<file path="src/cmp_ctrl_pkg.sv">
// Constants and register map for the analog comparator control block
//
// How it works
// - Threshold zero code drives level-zero DAC linearly
// - Threshold one code drives level-one DAC linearly
// - Flag D sets on enabled D output toggle
// - Flag C sets on enabled C output toggle
// - Flag B sets on enabled B output toggle
// - Flags cleared only by writing zero; toggle wins
// - Status bits 3..0 show live outputs, zero disabled
// - Shared B/C/D hysteresis select: none, 10mV, 20mV, 30mV
// - Comparator A hysteresis select: none, 10mV, 20mV, 30mV
// - Interrupt request when flag and enable set
// - Polarity bit inverts comparator output before use
// - Threshold select: level zero or external input
package cmp_ctrl_pkg;

	// ----------------------------------------------------------------
	// Register indices and byte addresses
	// ----------------------------------------------------------------
	localparam logic [31:0] IDX_STATUS = 32'h0000_0094;
	localparam logic [31:0] IDX_TH_ZERO = 32'h0000_a032;
	localparam logic [31:0] IDX_TH_ONE = 32'h0000_a033;
	localparam logic [31:0] IDX_CTRL = 32'h0000_0095;
	localparam logic [31:0] ADDR_STATUS = IDX_STATUS << 2;
	localparam logic [31:0] ADDR_TH_ZERO = IDX_TH_ZERO << 2;
	localparam logic [31:0] ADDR_TH_ONE = IDX_TH_ONE << 2;
	localparam logic [31:0] ADDR_CTRL = IDX_CTRL << 2;

	// ----------------------------------------------------------------
	// Reset values
	// ----------------------------------------------------------------
	localparam logic [7:0] RST_STATUS = 8'h00;
	localparam logic [7:0] RST_TH_CODE = 8'h00;
	localparam logic [15:0] RST_CTRL = 16'h0000;

	// ----------------------------------------------------------------
	// Status register fields
	// ----------------------------------------------------------------
	localparam int STAT_FLAG_LSB = 4;
	localparam int STAT_LIVE_LSB = 0;
	localparam int STAT_HYS_BCD_LSB = 2;
	localparam int STAT_HYS_A_LSB = 0;

	// ----------------------------------------------------------------
	// Control register fields, one nibble per setting, bit n = comparator n
	// ----------------------------------------------------------------
	localparam int CTRL_EN_LSB = 0;
	localparam int CTRL_THSEL_LSB = 4;
	localparam int CTRL_POL_LSB = 8;
	localparam int CTRL_IRQEN_LSB = 12;

	// ----------------------------------------------------------------
	// Hysteresis codes and DAC scale
	// ----------------------------------------------------------------
	localparam logic [1:0] HYS_NONE = 2'h0;
	localparam logic [1:0] HYS_10MV = 2'h1;
	localparam logic [1:0] HYS_20MV = 2'h2;
	localparam logic [1:0] HYS_30MV = 2'h3;
	localparam int DAC_FULL_SCALE_MV = 1800;
	localparam logic [7:0] DAC_CODE_ZERO_V = 8'h00;
	localparam logic [7:0] DAC_CODE_FULL = 8'hff;

	// ----------------------------------------------------------------
	// AXI responses
	// ----------------------------------------------------------------
	localparam logic [1:0] RESP_OKAY = 2'h0;
	localparam logic [1:0] RESP_SLVERR = 2'h2;

	typedef enum logic [1:0] {
		HYS_SEL_NONE = 2'b00,
		HYS_SEL_10 = 2'b01,
		HYS_SEL_20 = 2'b10,
		HYS_SEL_30 = 2'b11
	} hys_sel_t;

endpackage : cmp_ctrl_pkg

</file>
<file path="src/cmp_input_sync.sv">
// Three-stage synchroniser with agreement filter for one comparator output
`timescale 1ns/1ps
`default_nettype none
module cmp_input_sync
	import cmp_ctrl_pkg::*;
(
	// Clock and reset
	input wire logic aclk,
	input wire logic aresetn,
	// Raw level from analog core
	input wire logic raw_in,
	// Filtered level
	output logic stable_out
);

	typedef struct packed {
		logic s1;
		logic s2;
		logic s3;
		logic stable;
	} sync_state_t;

	sync_state_t st_ff;
	sync_state_t nxt_st;

	// Stable follows only when stages two and three agree
	always_comb begin
		nxt_st = st_ff;
		nxt_st.s1 = raw_in;
		nxt_st.s2 = st_ff.s1;
		nxt_st.s3 = st_ff.s2;
		if (st_ff.s2 == st_ff.s3) begin
			nxt_st.stable = st_ff.s3;
		end
	end

	always_ff @(posedge aclk) begin
		if (!aresetn) begin
			st_ff <= '0;
		end else begin
			st_ff <= nxt_st;
		end
	end

	assign stable_out = st_ff.stable;

endmodule : cmp_input_sync
`default_nettype wire

</file>
<file path="src/cmp_flag_cell.sv">
// Live output and sticky interrupt flag of one comparator
`timescale 1ns/1ps
`default_nettype none
module cmp_flag_cell
	import cmp_ctrl_pkg::*;
(
	// Clock and reset
	input wire logic aclk,
	input wire logic aresetn,
	// Synchronised comparator level and settings
	input wire logic level_in,
	input wire logic enable,
	input wire logic invert,
	// Software write of the flag bit
	input wire logic flag_we,
	input wire logic flag_wval,
	// State
	output logic live_out,
	output logic flag_out
);

	typedef struct packed {
		logic live;
		logic en_d;
		logic flag;
	} cell_state_t;

	cell_state_t st_ff;
	cell_state_t nxt_st;
	logic live_now;
	logic toggle;

	// Polarity applied before status and flag; forced low when off
	assign live_now = enable & (level_in ^ invert);
	// Only a toggle seen across two enabled cycles counts
	assign toggle = enable & st_ff.en_d & (live_now != st_ff.live);

	// Set beats software clear in the same cycle
	always_comb begin
		nxt_st = st_ff;
		nxt_st.live = live_now;
		nxt_st.en_d = enable;
		if (flag_we) begin
			nxt_st.flag = flag_wval;
		end
		if (toggle) begin
			nxt_st.flag = 1'b1;
		end
	end

	always_ff @(posedge aclk) begin
		if (!aresetn) begin
			st_ff <= '0;
		end else begin
			st_ff <= nxt_st;
		end
	end

	assign live_out = st_ff.live;
	assign flag_out = st_ff.flag;

endmodule : cmp_flag_cell
`default_nettype wire

</file>
<file path="src/cmp_ctrl_top.sv">
// Analog comparator control: AXI4-Lite registers, flags and analog controls
`timescale 1ns/1ps
`default_nettype none
module cmp_ctrl_top
	import cmp_ctrl_pkg::*;
(
	// Clock and reset
	input wire logic aclk,
	input wire logic aresetn,
	// AXI4-Lite write address
	input wire logic [31:0] s_axi_awaddr,
	input wire logic s_axi_awvalid,
	output logic s_axi_awready,
	// AXI4-Lite write data
	input wire logic [31:0] s_axi_wdata,
	input wire logic [3:0] s_axi_wstrb,
	input wire logic s_axi_wvalid,
	output logic s_axi_wready,
	// AXI4-Lite write response
	output logic [1:0] s_axi_bresp,
	output logic s_axi_bvalid,
	input wire logic s_axi_bready,
	// AXI4-Lite read address
	input wire logic [31:0] s_axi_araddr,
	input wire logic s_axi_arvalid,
	output logic s_axi_arready,
	// AXI4-Lite read data
	output logic [31:0] s_axi_rdata,
	output logic [1:0] s_axi_rresp,
	output logic s_axi_rvalid,
	input wire logic s_axi_rready,
	// Comparator outputs from analog cores, index 0 = A .. 3 = D
	input wire logic [3:0] cmp_raw,
	// Threshold DAC codes
	output logic [7:0] threshold_level_zero,
	output logic [7:0] threshold_level_one,
	// Comparator settings toward analog cores
	output logic [3:0] cmp_enable,
	output logic [3:0] cmp_threshold_source,
	output logic [1:0] hysteresis_select_bcd,
	output logic [1:0] hysteresis_select_a,
	// Per-comparator interrupt requests
	output logic [3:0] cmp_irq_request
);

	// ----------------------------------------------------------------
	// State
	// ----------------------------------------------------------------
	typedef struct packed {
		logic aw_have;
		logic [31:0] aw_addr;
		logic w_have;
		logic [31:0] w_data;
		logic [3:0] w_strb;
		logic awready;
		logic wready;
		logic bvalid;
		logic [1:0] bresp;
		logic arready;
		logic rvalid;
		logic [31:0] rdata;
		logic [1:0] rresp;
		logic [7:0] th_zero;
		logic [7:0] th_one;
		logic [1:0] hys_bcd;
		logic [1:0] hys_a;
		logic [3:0] en;
		logic [3:0] thsel;
		logic [3:0] pol;
		logic [3:0] irqen;
		logic [3:0] irq_req;
	} top_state_t;

	top_state_t st_ff;
	top_state_t nxt_st;

	// ----------------------------------------------------------------
	// Comparator paths
	// ----------------------------------------------------------------
	logic [3:0] level_sync;
	logic [3:0] live;
	logic [3:0] flags;
	logic do_write;
	logic wr_status;
	logic [3:0] flag_wval;

	// A write takes effect once both address and data are held
	// A new write waits while the last response is still unread
	assign do_write = st_ff.aw_have & st_ff.w_have & ~st_ff.bvalid;
	assign wr_status = do_write & (st_ff.aw_addr == ADDR_STATUS) & st_ff.w_strb[0];
	assign flag_wval = st_ff.w_data[STAT_FLAG_LSB +: 4];

	// One synchroniser and one flag cell per comparator
	// Flags sit in the cells so set-over-clear stays local to one bit
	genvar gi;
	generate
		for (gi = 0; gi < 4; gi++) begin : g_cmp
			cmp_input_sync u_sync (
				.aclk(aclk),
				.aresetn(aresetn),
				.raw_in(cmp_raw[gi]),
				.stable_out(level_sync[gi])
			);
			cmp_flag_cell u_cell (
				.aclk(aclk),
				.aresetn(aresetn),
				.level_in(level_sync[gi]),
				.enable(st_ff.en[gi]),
				.invert(st_ff.pol[gi]),
				.flag_we(wr_status),
				.flag_wval(flag_wval[gi]),
				.live_out(live[gi]),
				.flag_out(flags[gi])
			);
		end
	endgenerate

	// ----------------------------------------------------------------
	// Read mux
	// ----------------------------------------------------------------
	logic [31:0] rd_data;
	logic rd_hit;

	// Unmapped reads return zero with a slave error
	always_comb begin
		rd_data = 32'h0000_0000;
		rd_hit = 1'b1;
		case (s_axi_araddr)
			ADDR_STATUS: begin
				rd_data[STAT_FLAG_LSB +: 4] = flags;
				rd_data[STAT_LIVE_LSB +: 4] = live;
			end
			ADDR_TH_ZERO: begin
				rd_data[7:0] = st_ff.th_zero;
			end
			ADDR_TH_ONE: begin
				rd_data[7:0] = st_ff.th_one;
			end
			ADDR_CTRL: begin
				rd_data[CTRL_EN_LSB +: 4] = st_ff.en;
				rd_data[CTRL_THSEL_LSB +: 4] = st_ff.thsel;
				rd_data[CTRL_POL_LSB +: 4] = st_ff.pol;
				rd_data[CTRL_IRQEN_LSB +: 4] = st_ff.irqen;
			end
			default: begin
				rd_hit = 1'b0;
			end
		endcase
	end

	// ----------------------------------------------------------------
	// Write decode
	// ----------------------------------------------------------------
	logic wr_hit;

	// Decode of the held write address; a miss answers with an error
	always_comb begin
		case (st_ff.aw_addr)
			ADDR_STATUS: wr_hit = 1'b1;
			ADDR_TH_ZERO: wr_hit = 1'b1;
			ADDR_TH_ONE: wr_hit = 1'b1;
			ADDR_CTRL: wr_hit = 1'b1;
			default: wr_hit = 1'b0;
		endcase
	end

	// ----------------------------------------------------------------
	// Next state
	// ----------------------------------------------------------------
	always_comb begin
		nxt_st = st_ff;

		// Capture address and data independently, in either order
		if (s_axi_awvalid && st_ff.awready) begin
			nxt_st.aw_have = 1'b1;
			nxt_st.aw_addr = s_axi_awaddr;
		end
		if (s_axi_wvalid && st_ff.wready) begin
			nxt_st.w_have = 1'b1;
			nxt_st.w_data = s_axi_wdata;
			nxt_st.w_strb = s_axi_wstrb;
		end

		// Retire the response once the master takes it
		if (st_ff.bvalid && s_axi_bready) begin
			nxt_st.bvalid = 1'b0;
		end

		// Perform the write and raise the response
		if (do_write) begin
			nxt_st.aw_have = 1'b0;
			nxt_st.w_have = 1'b0;
			nxt_st.bvalid = 1'b1;
			nxt_st.bresp = wr_hit ? RESP_OKAY : RESP_SLVERR;
			if (st_ff.w_strb[0]) begin
				case (st_ff.aw_addr)
					ADDR_STATUS: begin
						// Flags are handled in the cells; low nibble holds selects
						nxt_st.hys_bcd = st_ff.w_data[STAT_HYS_BCD_LSB +: 2];
						nxt_st.hys_a = st_ff.w_data[STAT_HYS_A_LSB +: 2];
					end
					ADDR_TH_ZERO: begin
						nxt_st.th_zero = st_ff.w_data[7:0];
					end
					ADDR_TH_ONE: begin
						nxt_st.th_one = st_ff.w_data[7:0];
					end
					ADDR_CTRL: begin
						nxt_st.en = st_ff.w_data[CTRL_EN_LSB +: 4];
						nxt_st.thsel = st_ff.w_data[CTRL_THSEL_LSB +: 4];
					end
					default: begin
						nxt_st.en = st_ff.en;
					end
				endcase
			end
			if (st_ff.w_strb[1] && (st_ff.aw_addr == ADDR_CTRL)) begin
				nxt_st.pol = st_ff.w_data[CTRL_POL_LSB +: 4];
				nxt_st.irqen = st_ff.w_data[CTRL_IRQEN_LSB +: 4];
			end
		end

		// Ready only while the holding slot is free
		nxt_st.awready = ~nxt_st.aw_have;
		nxt_st.wready = ~nxt_st.w_have;

		// Read channel: one outstanding read at a time
		if (st_ff.rvalid && s_axi_rready) begin
			nxt_st.rvalid = 1'b0;
		end
		if (s_axi_arvalid && st_ff.arready) begin
			nxt_st.rvalid = 1'b1;
			nxt_st.rdata = rd_data;
			nxt_st.rresp = rd_hit ? RESP_OKAY : RESP_SLVERR;
		end
		nxt_st.arready = ~nxt_st.rvalid;

		// Request follows the flag one cycle later
		nxt_st.irq_req = flags & st_ff.irqen;
	end

	// ----------------------------------------------------------------
	// Register the state
	// ----------------------------------------------------------------
	// Reset values kept in one place; constants only, nothing sampled
	function automatic top_state_t reset_state();
		top_state_t s;
		s = '0;
		// Slots free, so a request may be taken at the first edge out of reset
		s.awready = 1'b1;
		s.wready = 1'b1;
		s.arready = 1'b1;
		// Both responses idle at okay
		s.bresp = RESP_OKAY;
		s.rresp = RESP_OKAY;
		// DAC codes at zero volts, which is also the low-power setting
		s.th_zero = RST_TH_CODE;
		s.th_one = RST_TH_CODE;
		// Hysteresis selects take the status register reset value
		s.hys_bcd = RST_STATUS[STAT_HYS_BCD_LSB +: 2];
		s.hys_a = RST_STATUS[STAT_HYS_A_LSB +: 2];
		// Comparators off, no inversion, no interrupt; flags live in the cells
		s.en = RST_CTRL[CTRL_EN_LSB +: 4];
		s.thsel = RST_CTRL[CTRL_THSEL_LSB +: 4];
		s.pol = RST_CTRL[CTRL_POL_LSB +: 4];
		s.irqen = RST_CTRL[CTRL_IRQEN_LSB +: 4];
		return s;
	endfunction : reset_state

	always_ff @(posedge aclk) begin
		if (!aresetn) begin
			st_ff <= reset_state();
		end else begin
			st_ff <= nxt_st;
		end
	end

	// ----------------------------------------------------------------
	// Outputs, all straight from flops
	// ----------------------------------------------------------------
	// Bus handshake and response outputs
	assign s_axi_awready = st_ff.awready;
	assign s_axi_wready = st_ff.wready;
	assign s_axi_bvalid = st_ff.bvalid;
	assign s_axi_bresp = st_ff.bresp;
	assign s_axi_arready = st_ff.arready;
	assign s_axi_rvalid = st_ff.rvalid;
	assign s_axi_rdata = st_ff.rdata;
	assign s_axi_rresp = st_ff.rresp;
	// DAC scales linearly, code 00 is 0 V and code ff is full scale
	assign threshold_level_zero = st_ff.th_zero;
	assign threshold_level_one = st_ff.th_one;
	assign cmp_enable = st_ff.en;
	// Clear picks level zero, set picks the external threshold pin
	assign cmp_threshold_source = st_ff.thsel;
	// Codes 00 none, 01 10mV, 10 20mV, 11 30mV
	assign hysteresis_select_bcd = st_ff.hys_bcd;
	assign hysteresis_select_a = st_ff.hys_a;
	assign cmp_irq_request = st_ff.irq_req;

endmodule : cmp_ctrl_top
`default_nettype wire

</file>
<file path="config.mk">
export PLATFORM = sky130hd
export DESIGN_NAME = cmp_ctrl_top
export DESIGN_NICKNAME = d
export VERILOG_FILES = /design/src/cmp_ctrl_pkg.sv /design/src/cmp_input_sync.sv /design/src/cmp_flag_cell.sv /design/src/cmp_ctrl_top.sv
export SDC_FILE = /design/constraint.sdc
export NUM_CORES = 1
export LEC_CHECK = 0
export BUFFER_PORTS_ARGS = -buffer_cell sky130_fd_sc_hd__buf_2
export CORE_UTILIZATION = 45
export DETAILED_ROUTE_END_ITERATION = 6
export GPL_ROUTABILITY_DRIVEN = 0
export PLACE_DENSITY = 0.71
export SYNTH_ARGS = -nofsm -noshare
export SYNTH_HDL_FRONTEND = slang
export SYNTH_SLANG_ARGS = --single-unit
</file>
<file path="constraint.sdc">
create_clock -name aclk -period 2.2 [get_ports aclk]
set_input_delay 0.66 -clock aclk [delete_from_list [all_inputs] [get_ports aclk]]
set_output_delay 0.66 -clock aclk [all_outputs]
set_load 0.005 [all_outputs]
</file>
# After elaboration in Yosys (flattened, before gate mapping)
# Cells that the tools add are included.
totals:
  reg_bits: 163
  output_inout_bits: 73
  in_bits: 111
  elab_cells: 131
op_classes:
  n_mux: 22
  eq_ne: 16
  reduce_logical: 18
  bitwise_logic: 25
op_table:
  columns: ["cell", "count"]
  rows:
  - ["$eq A32 B10 Y1 const B", 4]
  - ["$eq A32 B18 Y1 const B", 4]
  - ["$mux W37", 1]
  - ["$mux W35", 1]
  - ["$mux W33", 1]
  - ["$pmux W8 S4", 1]
  - ["$and A1 B1 Y1", 16]
  - ["$mux W1", 14]
  - ["$reduce_and A3 Y1", 4]
  - ["$reduce_bool A2 Y1", 5]
  - ["$mux W8", 1]
  - ["$reduce_or A4 Y1", 2]
  - ["$logic_and A1 B1 Y1", 6]
  - ["$and A4 B4 Y4", 1]
  - ["$eq A1 B1 Y1", 4]
  - ["$mux W2", 2]
  - ["$ne A1 B1 Y1", 4]
  - ["$not A1 Y1", 4]
  - ["$xor A1 B1 Y1", 4]
  - ["$mux W3", 1]
  - ["$reduce_and A2 Y1", 1]

# Logic depth before layout (Yosys ltp)
depth:
  word_depth: 6
  depth_mapped: 6
  mapped_depth_nobuf: 4

# Hierarchy
# From an unflattened synthesis, not the netlist that was laid out.
hier_totals:
  cells_unflattened: 661
  hier_area_um2: 6167.2
by_module_without_submodules:
  columns: ["mod", "cells_each", "area_each_um2", "n_inst", "seq_area_each_um2"]
  rows:
  - ["cmp_ctrl_top", 577, 5201.2, 1, 2302.2]
  - ["cmp_flag_cell", 11, 125.1, 4, 60.1]
  - ["cmp_input_sync", 10, 116.4, 4, 80.1]

# Least setup slack after synthesis
# No wires, ideal clock.
synth_path:
  path_type: "input to register"
  from: "in s_axi_araddr[7]"
  to: "reg st_ff, in the netlist s_axi_rdata[10]"
  required_time_ns: 2.141
  path_slack_ns: 0.121
  stages: 5
  n_path_buf: 1
  arrival_ns: 2.020
  setup_ns: 0.059
  path_cell_list: "nand4bb_1 nor3_1 and4_1 clkbuf_1 a22o_1"
synth_via:
  elab_chain_cells: 2
synth_lines:
  columns: ["element", "line_no", "rtl"]
  rows:
  - ["start: declaration", "cmp_ctrl_top.sv:24", "input wire logic [31:0] s_axi_araddr,"]
  - ["$eq A32 B10 Y1", "cmp_ctrl_top.sv:128", "case (s_axi_araddr)"]
  - ["$mux W8", "cmp_ctrl_top.sv:128", null]
  - ["end signal: assignment", "cmp_ctrl_top.sv:272", "st_ff <= reset_state();"]
  - ["end signal: assignment", "cmp_ctrl_top.sv:274", "st_ff <= nxt_st;"]
  - ["end: declaration", "cmp_ctrl_top.sv:74", "top_state_t st_ff;"]
# No other way between the ends.
# A chain may end at the register's enable or synchronous reset.

# Final worst setup path
layout_path:
  from: "reg st_ff[127] (netlist bit)"
  to: "reg st_ff, in the netlist cmp_threshold_source[2]"
layout_via:
  elab_chain_cells: 2
layout_lines:
  columns: ["element", "line_no", "rtl"]
  rows:
  - ["$eq A32 B10 Y1", "cmp_ctrl_top.sv:196", "case (st_ff.aw_addr)"]
  - ["$reduce_and A3 Y1 (no source line)", null, null]
# No other way between the ends.

==> results_dict.tcl <==
set metrics [dict create \
    final_max_slew_viol_count 0 \
    critical_path.max_fanout 8 \
    layout-drive-gt1-share 0.292 \
    timing.final.hold_violations 0 \
    status "complete, no violations" \
    worstSkewPairLatency_ps 420 \
    max_stage_delay_ps 560 \
    clock_tree.root_cell "clkbuf_16" \
    antenna_left 0 \
    cp_top_family "simple AND/OR/NAND/NOR gates" \
    post-dp-hpwl_um 10200 \
    number_of_global_route_vias_before_repair 4680 \
    finalCriticalPeriod_ps 1990 \
    post_cts_buffers 0 \
    maxClockFrequency_mhz 503 \
    floorplan.die.width_um 118 \
    fillerInstances 1147 \
    worst-path-buf-inv 1 \
    worst-endpoint-required_ps 2540 \
    maxCapViolations 0 \
    asyncSetResetFlopFracSynth 0 \
    route.detailed.drc 0 \
    ys_ff_latch 143 \
    numPortBuffers 147 \
    synth_flop_type "dfxtp_1" \
    worstSetupPathType "reg2reg" \
    wl_um 13800 \
    r2r_slack_ps 210 \
    die-height_um 118 \
    cts_inserted_buffers 17 \
    finalNetCount 878 \
    synth_warnings 0 \
    number_of_top_level_pins 184 \
    post_synth_instance_area_sq_um 6010 \
    cts.repair.resized 0 \
    gr-usage-all-layers 0.204 \
    synth_seq_area_share 0.476 \
    max_slew.worst_pin.slew_ps 583 \
    cellLeakagePower_nw 3.03 \
    vias_per_cell 5.06 \
    endpoint_kind "register" \
    vdd.ir_drop.worst_uv 583 \
    clkSinkCount 143 \
    final_core_utilization 0.557 \
    clock_skew_ps 9.71 \
    pin_count_of_the_biggest_net_entering_global_routing 65 \
    post-route-period-util 0.904 \
    final_cell_area_sq_um 7140 \
    global_route.overflow_total 0 \
    place_area_sq_um 6570 \
    setup_failing_eps_final 0 \
    cts-htree-levels 4 \
    placement_rows 41 \
    final_common_cell "nand2_1" \
    syn_inst 670 \
    worst_setup_hold_path_clk_slew_ps 60 \
    insertedDiodeCount 0 \
    area_overhead_of_the_layout_relative_to_synthesis_pct 18.8 \
    grt_setup_unrepaired "no" \
    slew-limit-headroom 0.606 \
    crit_arrival_ps 2330 \
    synth-edff-count 0 \
    crit_path_top_delay_cell "nor4bb_1" \
    initial_core_util 0.469 \
    cts.path.max_buffers 2 \
    post_drt_wl_per_cell_um 14.5 \
    core_area_sq_um 12800 \
    vias 4813 \
    synthesis.area_per_instance_sq_um 8.98 \
    starting_drc_count_in_detailed_routing 205 \
    fin_tns_setup_ps 0 \
    die_area_sq_um 13800 \
    firstDrtPassIters 4 \
    initial_antenna_violation_count 2 \
    synth.distinct_cells 41 \
    grt_pass1_wl_um 22600 \
    power_mw 5.92 \
    path_cells "nor4bb_1 -> nand2_1 -> nor4_4 -> buf_12 -> mux2i_1" \
    worst_setup_path_start_kind "register" \
    tritoncts "yes" \
    hold_buffers 0 \
    min-delay-path-class "reg2reg" \
    power_density_nw_per_um2 829 \
    layout_common_cells "nand2_1 (167), buf_2 (147), dfxtp_1 (143)" \
]
==> where the power goes <==
| group | internal (mW) | total [mW] | switching (mW) |
|---|---|---|---|
| Sequential | 2.67 | 2.72 | 0.0530 |
| Clock | 1.59 | 2.78 | 1.19 |
| Combinational | 0.172 | 0.425 | 0.253 |
| Total | 4.43 | 5.92 | 1.49 |
==> worst paths after layout <==
check / startpoint / endpoint / depth (start not counted)
worst max register to register: st_ff[127] / cmp_threshold_source[2] / 5
worst min register to register: g_cmp[0].u_sync.nxt_st[2] / g_cmp[0].u_sync.nxt_st[1] / 1
worst max-delay path: st_ff[127] / cmp_threshold_source[2] / 5
worst min-delay path: g_cmp[0].u_sync.nxt_st[2] / g_cmp[0].u_sync.nxt_st[1] / 1
==> synthesized netlist by cell type, types with 2 or more instances <==
library cell	n	area (sq um)
a22o_1	9	78.8
nand4_1	9	56.3
nand2_1	167	627
mux2i_1	32	320
o31ai_1	16	120
and2_1	15	93.8
nor4bb_1	3	30.0
and3_1	6	37.5
a21oi_1	60	300
buf_1	11	41.3
clkbuf_1	23	86.3
o21ai_0	5	25.0
nor4_2	4	50.1
nor4_1	5	31.3
dfxtp_1	143	2860
a22oi_1	8	60.1
inv_1	11	41.3
a31oi_1	4	25.0
nor3_1	3	15.0
or2_2	2	12.5
nand3_1	8	40.0
nor4_4	4	85.1
mux2_2	16	180
nor2_1	12	45.0
and4_1	4	35.0
xnor2_1	8	70.1
buf_4	68	510
==> cells by family after synthesis <==
kind of cell	count (synthesis)	share of synthesized area
DFF	143	0.476
AOI/OAI and AO/OA	104	0.104
xor gates and xnor gates	8	0.0117
muxes	48	0.0832
and+or+nand+nor	251	0.209
buffers and inverters	115	0.116
other	1	0.000624
==> sequential cells by signal (all words and copies together), names as in the netlist, 8 cells and up <==
signal,cells
s_axi_rdata,16
g_cmp.u_sync.nxt_st,8
st_ff,56
threshold_level_zero,8
threshold_level_one,8
==> cell type report <==
cell class	instances	area [sq um]	area share
clock buffers	17	425	0.0595
clock inverters	15	148	0.0207
flip-flops and latches	143	2860	0.401
multi-input cells	429	2520	0.353
well taps	172	215	0.0301
repair buffers	165	933	0.131
inverters	11	41.3	0.00578
==> metrics by stage <==
| stage | instances | hold WS [ps] | worst slack [ps] |
|---|---|---|---|
| 2_1_floorplan | 687 | 412 | 121 |
| 3_3_place_gp | 920 | 419 | 294 |
| 3_5_place_dp | 920 | 426 | 167 |
| 4_1_cts | 952 | 434 | 159 |
| 5_1_grt | 952 | 440 | 108 |
| 6_report | 952 | 435 | 210 |
==> per-layer routing <==
metal | vias to the layer above | global-route usage | part of all wire | wire (um)
met5 | - | 0 | 0.00094 | 13
li1 | 2384 | - | - | -
met3 | 21 | 0.0581 | 0.065 | 898
met2 | 175 | 0.354 | 0.50 | 6860
met1 | 2231 | 0.241 | 0.43 | 5890
met4 | 2 | 0.0665 | 0.013 | 174
(Power assumes the default switching activity.)
